File: src/core/cat_defs.svh
// Behaviour
// - Source 00: osc/12, or osc/6 double-speed
// - Source 01: osc/4, or osc/2 double-speed
// - Source 10 timer0 overflow, 11 external pin
// - One shared counter for all five modules
// - Idle gate bit stops counter during idle
// - Module 4 watchdog only while enabled
// - Overflow flag interrupts only when enabled
// - Run bit starts counter, clearing stops it
// - Overflow sets flag, may request interrupt
// - Overflow flag cleared only by software zero
// - Module match/capture sets sticky event flag
// - Six requests share one interrupt output
// - Capture, timer, output modes raise interrupts
// - Count and module pins shared with port
// - Modules configurable for capture, timer, output, PWM
// - Software may set overflow flag too
// - Module flag gated by own enable bit
`ifndef CAT_DEFS_SVH
`define CAT_DEFS_SVH

// ----------------------------------------
// Register word indexes, byte address = 4 x index
// ----------------------------------------
`define CAT_IDX_CTRL      8'hD8
`define CAT_IDX_MODE      8'hD9
`define CAT_IDX_CNT_LO    8'hE0
`define CAT_IDX_CNT_HI    8'hE1
`define CAT_IDX_MCFG0     8'hE2
`define CAT_IDX_MCFG4     8'hE6

// ----------------------------------------
// Field positions
// ----------------------------------------
`define CAT_CTRL_OVF_BIT  7
`define CAT_CTRL_RUN_BIT  6
`define CAT_MODE_IDLE_BIT 7
`define CAT_MODE_WD_BIT   6
`define CAT_MODE_IE_BIT   0
`define CAT_MCFG_IE_BIT   0

// ----------------------------------------
// Reset values and masks
// ----------------------------------------
`define CAT_CTRL_RST      8'h00
`define CAT_MODE_RST      8'h00
`define CAT_MCFG_RST      8'h00
`define CAT_CTRL_MASK     8'hDF
`define CAT_MODE_MASK     8'hC7
`define CAT_MCFG_MASK     8'h7F

// ----------------------------------------
// Oscillator division counts
// ----------------------------------------
`define CAT_DIV_12        4'hC
`define CAT_DIV_6         4'h6
`define CAT_DIV_4         4'h4
`define CAT_DIV_2         4'h2
`define CAT_NUM_MOD       5

`endif

File: src/core/cat_pkg.sv
package cat_pkg;

   // ----------------------------------------
   // Count source selection
   // ----------------------------------------
   typedef enum logic [1:0] {
      CAT_SRC_OSC_SLOW = 2'h0,   // Oscillator / 12 (or / 6)
      CAT_SRC_OSC_FAST = 2'h1,   // Oscillator / 4 (or / 2)
      CAT_SRC_T0_OVF   = 2'h2,   // Timer 0 overflow
      CAT_SRC_EXT_PIN  = 2'h3    // External count input
   } cat_src_t;

   // Counter mode register layout
   typedef struct packed {
      logic       idle_gate;
      logic       module4_watchdog_enable;
      logic [2:0] rsvd;
      cat_src_t   count_source_select;
      logic       overflow_irq_enable;
   } cat_mode_t;

   // Counter control register layout
   typedef struct packed {
      logic       counter_overflow_flag;
      logic       counter_run;
      logic       rsvd;
      logic [4:0] module_event_flag;
   } cat_ctrl_t;

   // Per-module mode register layout
   typedef struct packed {
      logic rsvd;
      logic cmp_en;
      logic cap_rise;
      logic cap_fall;
      logic match_flag_en;
      logic toggle_en;
      logic pwm_en;
      logic module_irq_enable;
   } cat_mcfg_t;

endpackage

File: src/core/cat_timebase.sv
`include "cat_defs.svh"

module cat_timebase (
   // Clock and reset
   input  wire logic                    clk_i,
   input  wire logic                    rst_i,
   // Wishbone classic slave
   input  wire logic                    cyc_i,
   input  wire logic                    stb_i,
   input  wire logic                    we_i,
   input  wire logic [9:0]              adr_i,
   input  wire logic [3:0]              sel_i,
   input  wire logic [31:0]             dat_i,
   output logic      [31:0]             dat_o,
   output logic                         ack_o,
   // System state
   input  wire logic                    double_speed_mode_i,
   input  wire logic                    cpu_idle_i,
   // Count event sources
   input  wire logic                    timer0_overflow_i,
   input  wire logic                    external_count_input_i,
   // Module side
   input  wire logic [4:0]              module_event_i,
   output logic      [15:0]             count_o,
   output logic                         count_tick_o,
   output cat_pkg::cat_mcfg_t [4:0]     module_cfg_o,
   output logic                         module4_watchdog_enable_o,
   // Port sharing
   output logic                         ext_pin_claim_o,
   output logic      [4:0]              module_pin_claim_o,
   // Shared interrupt request
   output logic                         irq_o
);

   // ----------------------------------------
   // Register state
   // ----------------------------------------
   // Software visible registers
   cat_pkg::cat_ctrl_t          ctrl_r;        // Run bit and flags
   cat_pkg::cat_ctrl_t          ctrl_nxt;      // Next control value
   cat_pkg::cat_mode_t          mode_r;        // Counter mode
   cat_pkg::cat_mcfg_t [4:0]    mcfg_r;        // Module modes

   // Time base and prescaler
   logic [15:0]                 cnt_r;         // Shared time base
   logic [15:0]                 cnt_nxt;       // Next counter value
   logic [3:0]                  div_r;         // Oscillator divider

   // Bus answer
   logic                        ack_r;         // Bus acknowledge
   logic [31:0]                 rdat_r;        // Captured read data

   // Registered outputs
   logic                        irq_r;         // Registered request
   logic                        tick_r;        // Registered tick copy
   logic                        ext_claim_r;   // Count pin in use
   logic [4:0]                  pin_claim_r;   // Module pins in use

   // ----------------------------------------
   // Synchronisers and edge detect
   // ----------------------------------------
   // External count pin
   logic                        ext_s1_r;      // External pin stage 1
   logic                        ext_s2_r;      // External pin stage 2
   logic                        ext_s3_r;      // Previous synced level

   // Timer 0 overflow line
   logic                        t0_s1_r;       // Timer 0 stage 1
   logic                        t0_s2_r;       // Timer 0 stage 2
   logic                        t0_s3_r;       // Previous synced level

   // ----------------------------------------
   // Bus decode
   // ----------------------------------------
   // Address and request
   wire  [7:0] word_idx   = adr_i[9:2];                       // Word index
   wire        bus_req    = cyc_i & stb_i;                    // Live request
   wire        wr_commit  = bus_req & we_i & ack_r & sel_i[0];// Write edge

   // Register hits
   wire        hit_ctrl   = (word_idx == `CAT_IDX_CTRL);
   wire        hit_mode   = (word_idx == `CAT_IDX_MODE);
   wire        hit_lo     = (word_idx == `CAT_IDX_CNT_LO);
   wire        hit_hi     = (word_idx == `CAT_IDX_CNT_HI);
   wire        hit_mcfg   = (word_idx >= `CAT_IDX_MCFG0) &&
                            (word_idx <= `CAT_IDX_MCFG4);
   wire  [2:0] mcfg_sel   = 3'(word_idx - `CAT_IDX_MCFG0);   // Module number
   wire  [7:0] wbyte      = dat_i[7:0];                       // Low lane data

   // Write strobes per register
   wire        wr_ctrl    = wr_commit & hit_ctrl;
   wire        wr_mode    = wr_commit & hit_mode;
   wire        wr_lo      = wr_commit & hit_lo;
   wire        wr_hi      = wr_commit & hit_hi;

   // ----------------------------------------
   // Read data selection, reserved bits zero
   // ----------------------------------------
   // Module mode read
   wire  [7:0] rd_mcfg    = hit_mcfg ? (mcfg_r[mcfg_sel] & `CAT_MCFG_MASK) : 8'h00;

   // Byte of the addressed register
   wire  [7:0] rd_byte    = hit_ctrl ? (ctrl_r & `CAT_CTRL_MASK) :
                            hit_mode ? (mode_r & `CAT_MODE_MASK) :
                            hit_lo   ? cnt_r[7:0] :
                            hit_hi   ? cnt_r[15:8] :
                            rd_mcfg;                          // Unmapped reads 0

   // ----------------------------------------
   // Count source selection
   // ----------------------------------------
   // Counter enable
   wire        run_gate   = ctrl_r.counter_run &
                            ~(mode_r.idle_gate & cpu_idle_i);

   // Prescaler length
   wire  [3:0] div_term   =
      (mode_r.count_source_select == cat_pkg::CAT_SRC_OSC_SLOW) ?
         (double_speed_mode_i ? `CAT_DIV_6 : `CAT_DIV_12) :
         (double_speed_mode_i ? `CAT_DIV_2 : `CAT_DIV_4);
   wire        div_hit    = (div_r >= 4'(div_term - 4'h1));   // Divider end

   // Edges of the synced inputs
   wire        ext_evt    = ext_s3_r & ~ext_s2_r;             // Falling edge
   wire        t0_evt     = t0_s2_r & ~t0_s3_r;               // Rising edge

   // Selected count event
   wire        src_evt    =
      (mode_r.count_source_select == cat_pkg::CAT_SRC_T0_OVF)  ? t0_evt  :
      (mode_r.count_source_select == cat_pkg::CAT_SRC_EXT_PIN) ? ext_evt :
      div_hit;

   // Advance and wrap
   wire        tick       = run_gate & src_evt;               // Counter advance
   wire        wrap       = tick & (cnt_r == 16'hFFFF);

   // ----------------------------------------
   // Interrupt combine
   // ----------------------------------------
   logic [4:0] mod_req;                                       // Gated module flags

   // Overflow request
   wire        ovf_req    = ctrl_r.counter_overflow_flag &
                            mode_r.overflow_irq_enable;

   // Shared request line
   wire        irq_nxt    = ovf_req | (|mod_req);

   // ----------------------------------------
   // Bus acknowledge and read capture
   // ----------------------------------------
   // One wait state, ack dropped in the cycle after it
   always_ff @(posedge clk_i) begin
      if (rst_i) begin
         ack_r  <= 1'b0;
         rdat_r <= 32'h0000_0000;
      end else begin
         // Never two acks in a row
         ack_r  <= bus_req & ~ack_r;
         // Read byte taken with the request
         rdat_r <= {24'h00_0000, rd_byte};
      end
   end

   // ----------------------------------------
   // Input synchronisers
   // ----------------------------------------
   // Two flops per asynchronous source, third for edge detect
   always_ff @(posedge clk_i) begin
      if (rst_i) begin
         // Pin idles high, timer line low
         ext_s1_r <= 1'b1;
         ext_s2_r <= 1'b1;
         ext_s3_r <= 1'b1;
         t0_s1_r  <= 1'b0;
         t0_s2_r  <= 1'b0;
         t0_s3_r  <= 1'b0;
      end else begin
         // Two stages, then edge history
         ext_s1_r <= external_count_input_i;
         ext_s2_r <= ext_s1_r;
         ext_s3_r <= ext_s2_r;
         t0_s1_r  <= timer0_overflow_i;
         t0_s2_r  <= t0_s1_r;
         t0_s3_r  <= t0_s2_r;
      end
   end

   // ----------------------------------------
   // Oscillator prescaler
   // ----------------------------------------
   // Free running while the counter is enabled
   always_ff @(posedge clk_i) begin
      if (rst_i) begin
         div_r <= 4'h0;
      end else if (!run_gate || div_hit) begin
         // Restart while gated or at the end
         div_r <= 4'h0;
      end else begin
         // Count between ticks
         div_r <= div_r + 4'h1;
      end
   end

   // ----------------------------------------
   // Shared 16-bit time base
   // ----------------------------------------
   // Software byte writes override a tick
   always_comb begin
      cnt_nxt = cnt_r;
      if (tick) begin
         cnt_nxt = cnt_r + 16'h0001;
      end
      // Low byte write
      if (wr_lo) begin
         cnt_nxt[7:0] = wbyte;
      end
      // High byte write
      if (wr_hi) begin
         cnt_nxt[15:8] = wbyte;
      end
   end

   // Counter and tick copy
   always_ff @(posedge clk_i) begin
      if (rst_i) begin
         cnt_r  <= 16'h0000;
         tick_r <= 1'b0;
      end else begin
         cnt_r  <= cnt_nxt;
         tick_r <= tick;
      end
   end

   // ----------------------------------------
   // Control register next value
   // ----------------------------------------
   // Hardware set wins over a software clear in the same cycle
   always_comb begin
      ctrl_nxt = ctrl_r;
      // Software write replaces every bit
      if (wr_ctrl) begin
         ctrl_nxt = cat_pkg::cat_ctrl_t'(wbyte & `CAT_CTRL_MASK);
      end
      // In hardware only the overflow sets it, and nothing in hardware clears it
      if (wrap) begin
         ctrl_nxt.counter_overflow_flag = 1'b1;
      end
      // Module events set sticky flags
      ctrl_nxt.module_event_flag = ctrl_nxt.module_event_flag |
                                   module_event_i;
      // Reserved bit reads zero
      ctrl_nxt.rsvd = 1'b0;
   end

   // ----------------------------------------
   // Control and mode registers
   // ----------------------------------------
   // Control every cycle, mode only on write
   always_ff @(posedge clk_i) begin
      if (rst_i) begin
         ctrl_r <= cat_pkg::cat_ctrl_t'(`CAT_CTRL_RST);
         mode_r <= cat_pkg::cat_mode_t'(`CAT_MODE_RST);
      end else begin
         ctrl_r <= ctrl_nxt;
         if (wr_mode) begin
            mode_r <= cat_pkg::cat_mode_t'(wbyte & `CAT_MODE_MASK);
         end
      end
   end

   // ----------------------------------------
   // Per-module mode registers and requests
   // ----------------------------------------
   // Index over the five modules
   genvar m;
   generate
      for (m = 0; m < `CAT_NUM_MOD; m = m + 1) begin : g_mod
         // Write strobe for this module
         wire wr_m = wr_commit & hit_mcfg & (mcfg_sel == 3'(m));

         // Mode bits select capture, timer, output or PWM
         always_ff @(posedge clk_i) begin
            if (rst_i) begin
               // No function after reset
               mcfg_r[m] <= cat_pkg::cat_mcfg_t'(`CAT_MCFG_RST);
            end else if (wr_m) begin
               // Reserved bit kept zero
               mcfg_r[m] <= cat_pkg::cat_mcfg_t'(wbyte & `CAT_MCFG_MASK);
            end
         end

         // Flag reaches the shared line only with its own enable
         assign mod_req[m] = ctrl_r.module_event_flag[m] &
                             mcfg_r[m].module_irq_enable;

         // Module pin claimed while the module uses its pin
         always_ff @(posedge clk_i) begin
            if (rst_i) begin
               pin_claim_r[m] <= 1'b0;
            end else begin
               pin_claim_r[m] <= mcfg_r[m].cap_rise | mcfg_r[m].cap_fall |
                                 mcfg_r[m].toggle_en | mcfg_r[m].pwm_en;
            end
         end
      end
   endgenerate

   // ----------------------------------------
   // Interrupt and pin claim registers
   // ----------------------------------------
   // One cycle behind the flags and mode
   always_ff @(posedge clk_i) begin
      if (rst_i) begin
         // Quiet after reset
         irq_r       <= 1'b0;
         ext_claim_r <= 1'b0;
      end else begin
         irq_r       <= irq_nxt;
         ext_claim_r <= (mode_r.count_source_select ==
                         cat_pkg::CAT_SRC_EXT_PIN);
      end
   end

   // ----------------------------------------
   // Outputs, all from flops
   // ----------------------------------------
   // Bus side
   assign dat_o                     = rdat_r;
   assign ack_o                     = ack_r;

   // Time base
   assign count_o                   = cnt_r;
   assign count_tick_o              = tick_r;

   // Module side
   assign module_cfg_o              = mcfg_r;
   assign module4_watchdog_enable_o = mode_r.module4_watchdog_enable;

   // Port sharing and request
   assign ext_pin_claim_o           = ext_claim_r;
   assign module_pin_claim_o        = pin_claim_r;
   assign irq_o                     = irq_r;

endmodule

File: config.mk
export PLATFORM = sky130hd
export DESIGN_NAME = cat_timebase
export DESIGN_NICKNAME = d
export VERILOG_FILES = /design/src/core/cat_pkg.sv /design/src/core/cat_timebase.sv
export VERILOG_INCLUDE_DIRS = /design/src /design/src/core
export SDC_FILE = /design/constraint.sdc
export NUM_CORES = 1
export LEC_CHECK = 0
export ABC_CLOCK_PERIOD_IN_PS = 2900
export BUFFER_PORTS_ARGS = -buffer_cell sky130_fd_sc_hd__clkbuf_2
export CORE_UTILIZATION = 50
export CTS_BUF_LIST = sky130_fd_sc_hd__clkbuf_4
export CTS_CLUSTER_DIAMETER = 60
export DETAILED_ROUTE_END_ITERATION = 12
export PLACE_DENSITY = 0.79
export SLEW_MARGIN = 25
export SYNTH_ARGS = -nofsm -noshare
export SYNTH_HDL_FRONTEND = slang
export SYNTH_SLANG_ARGS = --single-unit
File: constraint.sdc
create_clock -name clk_i -period 2.9 [get_ports clk_i]
set_input_delay 0.145 -clock clk_i [delete_from_list [all_inputs] [get_ports clk_i]]
set_output_delay 0.145 -clock clk_i [all_outputs]
set_load 0.005 [all_outputs]
==> results.md <==
Status:
- The run finished with clean final reports.

STA:
- The part of the cycle the worst path needs is 0.869.
- The time the final worst path needs with I/O delays and setup is approximately 2.5 ns.
- The tightest hold path in the finished design has a slack of 0.0271 ns.
- The setup violation total in the final timing report is 0.
- The headroom to the max-slew limit is 0.524.
- Setup repair after global routing left no endpoint under its margin.
- The aggregate negative setup slack is 0 ns.
- At the pin with the least slew margin, the transition time is 0.708 ns.
- The hold violation count in the final report was 0.
- The clock skew is between 0.01 and 0.015 ns.
- The max-slew violation count came to 0.
- Based on the critical path, the design can be clocked at up to slightly below 400 MHz.

Die:
- The starting utilization of the core area is 0.526.
- The vertical die dimension is about 100 um.
- The core area is 8890 um2.
- The count of boundary I/O pins is 158.
- The die width is roughly 100 um.
- The floorplan die area is between 9000 and 10000 um2.
- Row generation in the floorplan step produced 34 rows.

Global route:
- The pin count of the biggest net entering global routing is 37.
- The via count of the first global-routing pass is around 3700.
- Across every metal layer, demand over resource in global routing totals 0.260.
- The number of antenna violations at the first check in global routing came to 0.
- The total overflow reported by the global router is 0.
- The first global-routing pass estimated 19800 um of wire.

Pwr:
- VDD sags by at most 247 uV.
- For this design the total switching power over the nets is 0.585 mW.
- Summed over all cells, the static leakage comes to about 2.5 nW.
- The share of total power in combinational logic is 0.074.
- The total internal power is around 1.7 mW.
- The cell area power density is 419 nW/um2.
- Of the total power, the share spent switching nets is 0.260.
- Of the total power, registers draw 0.558.
- Of the total power, the clock network draws 0.368.

Worst setup path:
- The kind of cell adding the most delay to the critical path is compound AO/OA/AOI/OAI gates.
- Data arrives at the worst endpoint at between 2 and 3 ns.
- Walking the worst path, the cells encountered are or3_1 -> ha_1 -> o21ai_0 -> o21ai_1 -> nand3_2 -> xor2_1 -> a211oi_1.
- The critical path buffer and inverter count is 0.
- The maximum fanout along the worst path is 8.
- The critical path starts at mode_r[1].
- The register-to-register path setup slack is approximately 0.38 ns.
- The worst register-to-register path ends at count_o[0].
- The largest individual stage delay along the critical path comes from the cell sky130_fd_sc_hd__o21ai_1.
- The worst register-to-register path begins at mode_r[1].
- The required time of the critical path is 3.25 ns.
- The end point of the critical path is count_o[0].
- The startpoint kind of the worst setup timing path is a flip-flop.
- The nature of the critical path endpoint is a flip-flop.
- Counting buffers and inverters, the worst setup path is 7 cells deep.
- The worst register-to-register path has a depth of 7.
- The largest single stage delay on the critical path is approximately 0.6 ns.
- By startpoint and endpoint, the worst setup path is classified as reg2reg.

Cells and area:
- The fraction of layout cells with a size suffix above 1 is 0.280.
- Leaving out fill and tap cells, the most frequent cells in the layout are sky130_fd_sc_hd__clkbuf_2 (99), sky130_fd_sc_hd__dfxtp_1 (90), sky130_fd_sc_hd__nor2_1 (67).
- The area growth from synthesis to final layout is 14.8%.
- Registers take about 1800 um2.
- The count of inserted antenna diode cells is 0.
- The library cell used most frequently in the layout, excluding fill and tap cells, is sky130_fd_sc_hd__clkbuf_2.
- The number of fillers in the final layout is 755.
- For this run, the post-layout net count is roughly 640.
- The multi-input combinational cells in the finished layout cover a total of 2600 um2.

Hold path:
- The worst hold path class is in2reg.

Clock network:
- The H-tree was split into 3 levels.
- The post-cts resize count is 0.
- TritonCTS built the clock tree.
- The total CTS buffers is 9.
- After clock tree synthesis, the clock-pin slew on the worst setup and hold paths is 0.16 ns.
- The number of clock sinks seen by CTS is 90.
- The buffer levels on the longest clock path is 2.
- In this run, post-CTS hold repair placed 8 buffers.
- The later-pin clock latency in the skew report is 0.44 ns.
- The cell sitting at the root of the clock tree is a sky130_fd_sc_hd__clkbuf_4.
- Buffers added to address setup during post-CTS repair amount to 0.

Yosys:
- The post-synthesis instance area is around 4700 um2.
- The part of the Yosys area used for sequential elements is 0.386.
- In the synthesized netlist, the number of instances is just under 500.
- In the synthesized netlist the dominant register cell turns out to be sky130_fd_sc_hd__dfxtp_1.
- In the post-synthesis netlist, the biggest area contributors are sky130_fd_sc_hd__dfxtp_1 (39%), sky130_fd_sc_hd__mux2i_1 (11%), sky130_fd_sc_hd__nor2_1 (5.4%), sky130_fd_sc_hd__buf_4 (4.7%), sky130_fd_sc_hd__mux4_2 (2.4%).
- The average cell area after synthesis is about 10 um2.
- During synthesis, Yosys emitted a total of 0 warnings.
- The share of the synthesized area in the top cell type is 0.386.
- After synthesis the netlist holds a flip-flop and latch count of 90.
- The unique cell type count in the Yosys netlist is 69.
- The proportion of register bits with asynchronous set or reset after synthesis is 0.
- The number of enable-type register cells in the synthesized netlist is 0.
- The top cell type by total area after synthesis is sky130_fd_sc_hd__dfxtp_1.

Drt:
- The routed design has about 13000 um of wire.
- In the final routed layout, each cell accounts on average for approximately 18 um.
- Summing over every cut layer, the via total after detailed routing is slightly above 4000.
- The number of design rule violations left after detail routing is 0.
- The detail-routed via count per cell is a little under 6.
- The count of nets left with antenna violations once routing finished came out at 0.
- The initial DRC count is 309.
- The first-pass detailed-route iteration total is 6.

Place:
- The number of port buffers is just under 100.
- The post-detailed-placement half-perimeter wirelength is ~9000 um.
- The congestion estimate from routability-driven global placement came to just under 0.9.

Run:
- The count of maximum capacitance violations is 0.
[registers in the layout, indices dropped and copies added, names as in the netlist]
signal / count
module4_watchdog_enable_o: 1
ext_s2_r: 1
count_tick_o: 1
ack_o: 1
irq_o: 1
count_o: 16
ext_s1_r: 1
t0_s3_r: 1
module_pin_claim_o: 5
t0_s2_r: 1
mode_r: 4
ext_pin_claim_o: 1
dat_o: 8
ext_s3_r: 1
ctrl_r: 7
module_cfg_o: 35
div_r: 4
t0_s1_r: 1
[tightest hold or removal path, delay by kind of cell]
| family | cells | cell delay, ns |
|---|---|---|
| simple gates | 2 | 0.22 |
| buf+inv | 1 | 0.08 |
[per-layer routing]
layer,vias up,GRT usage,share of wire
li1,1888,-,-
met1,1951,0.353,0.44
met2,189,0.431,0.47
met3,27,0.0418,0.066
met4,0,0.0712,0.016
met5,-,0,0
[metrics by stage]
step	std cells	cell area, um2	power [mW]	util	setup slack, ns
after CTS	690	5360	2.25	0.603	0.407
after global placement	666	5110	1.43	0.575	0.580
after detailed placement	666	5110	1.44	0.575	0.435
after floorplan	509	4780	1.41	-	0.837
after global routing	690	5360	2.31	0.603	0.173
final	690	5360	2.25	0.603	0.381
[how the worst min path moves through the flow]
stage                     slack (ns)                    from          end  cells after the start
after floorplan                 0.25  external_count_input_i     ext_s1_r                      1
after global placement          0.33  external_count_input_i     ext_s1_r                      2
after detailed placement        0.34  external_count_input_i     ext_s1_r                      2
after CTS                       0.02                dat_i[5]  count_o[13]                      2
after global routing            0.03                dat_i[5]  count_o[13]                      2
final                           0.03                   stb_i        ack_o                      3
[cells in the mapped netlist (all sizes together) (4+ instances only)]
cell type and count:
nor4 7, o21ai 5, nor2b 6, nor3 11
o2bb2ai 9, xnor2 8, nand2b 5, xor2 8
mux2i 50, nor2 71, nand4 15, o22ai 6
a22oi 14, clkbuf 13, o21a 4, nand3 14
mux4 5, a211oi 11, dfxtp 90, inv 11
or3 4, a21oi 10, and3 4, buf 42
nand2 7, ha 6
[cell families after synthesis]
family | synth area share
and+or+nand+nor | 0.218
DFF | 0.386
AOI/OAI and AO/OA | 0.134
buffers and inverters | 0.0801
muxes | 0.136
xor gates and xnor gates | 0.0300
adders and majority gates | 0.0161
other | 0.000802
[final cells by class]
class / instances / area share
clock buffer: 9 / 0.0126
inverter: 11 / 0.00770
clock inverter: 7 / 0.0189
sequential: 90 / 0.336
timing repair buffer: 112 / 0.114
multi-input combinational: 353 / 0.485
tap: 108 / 0.0252
[power groups by stage]
stage / clock, mW / sequential, mW / combinational (mW)
floorplan: 0 / 1.28 / 0.132
global placement: 0 / 1.28 / 0.152
detailed placement: 0 / 1.28 / 0.155
CTS: 0.832 / 1.25 / 0.163
global route: 0.876 / 1.26 / 0.181
finish: 0.827 / 1.25 / 0.166
(Power assumes the default switching activity.)
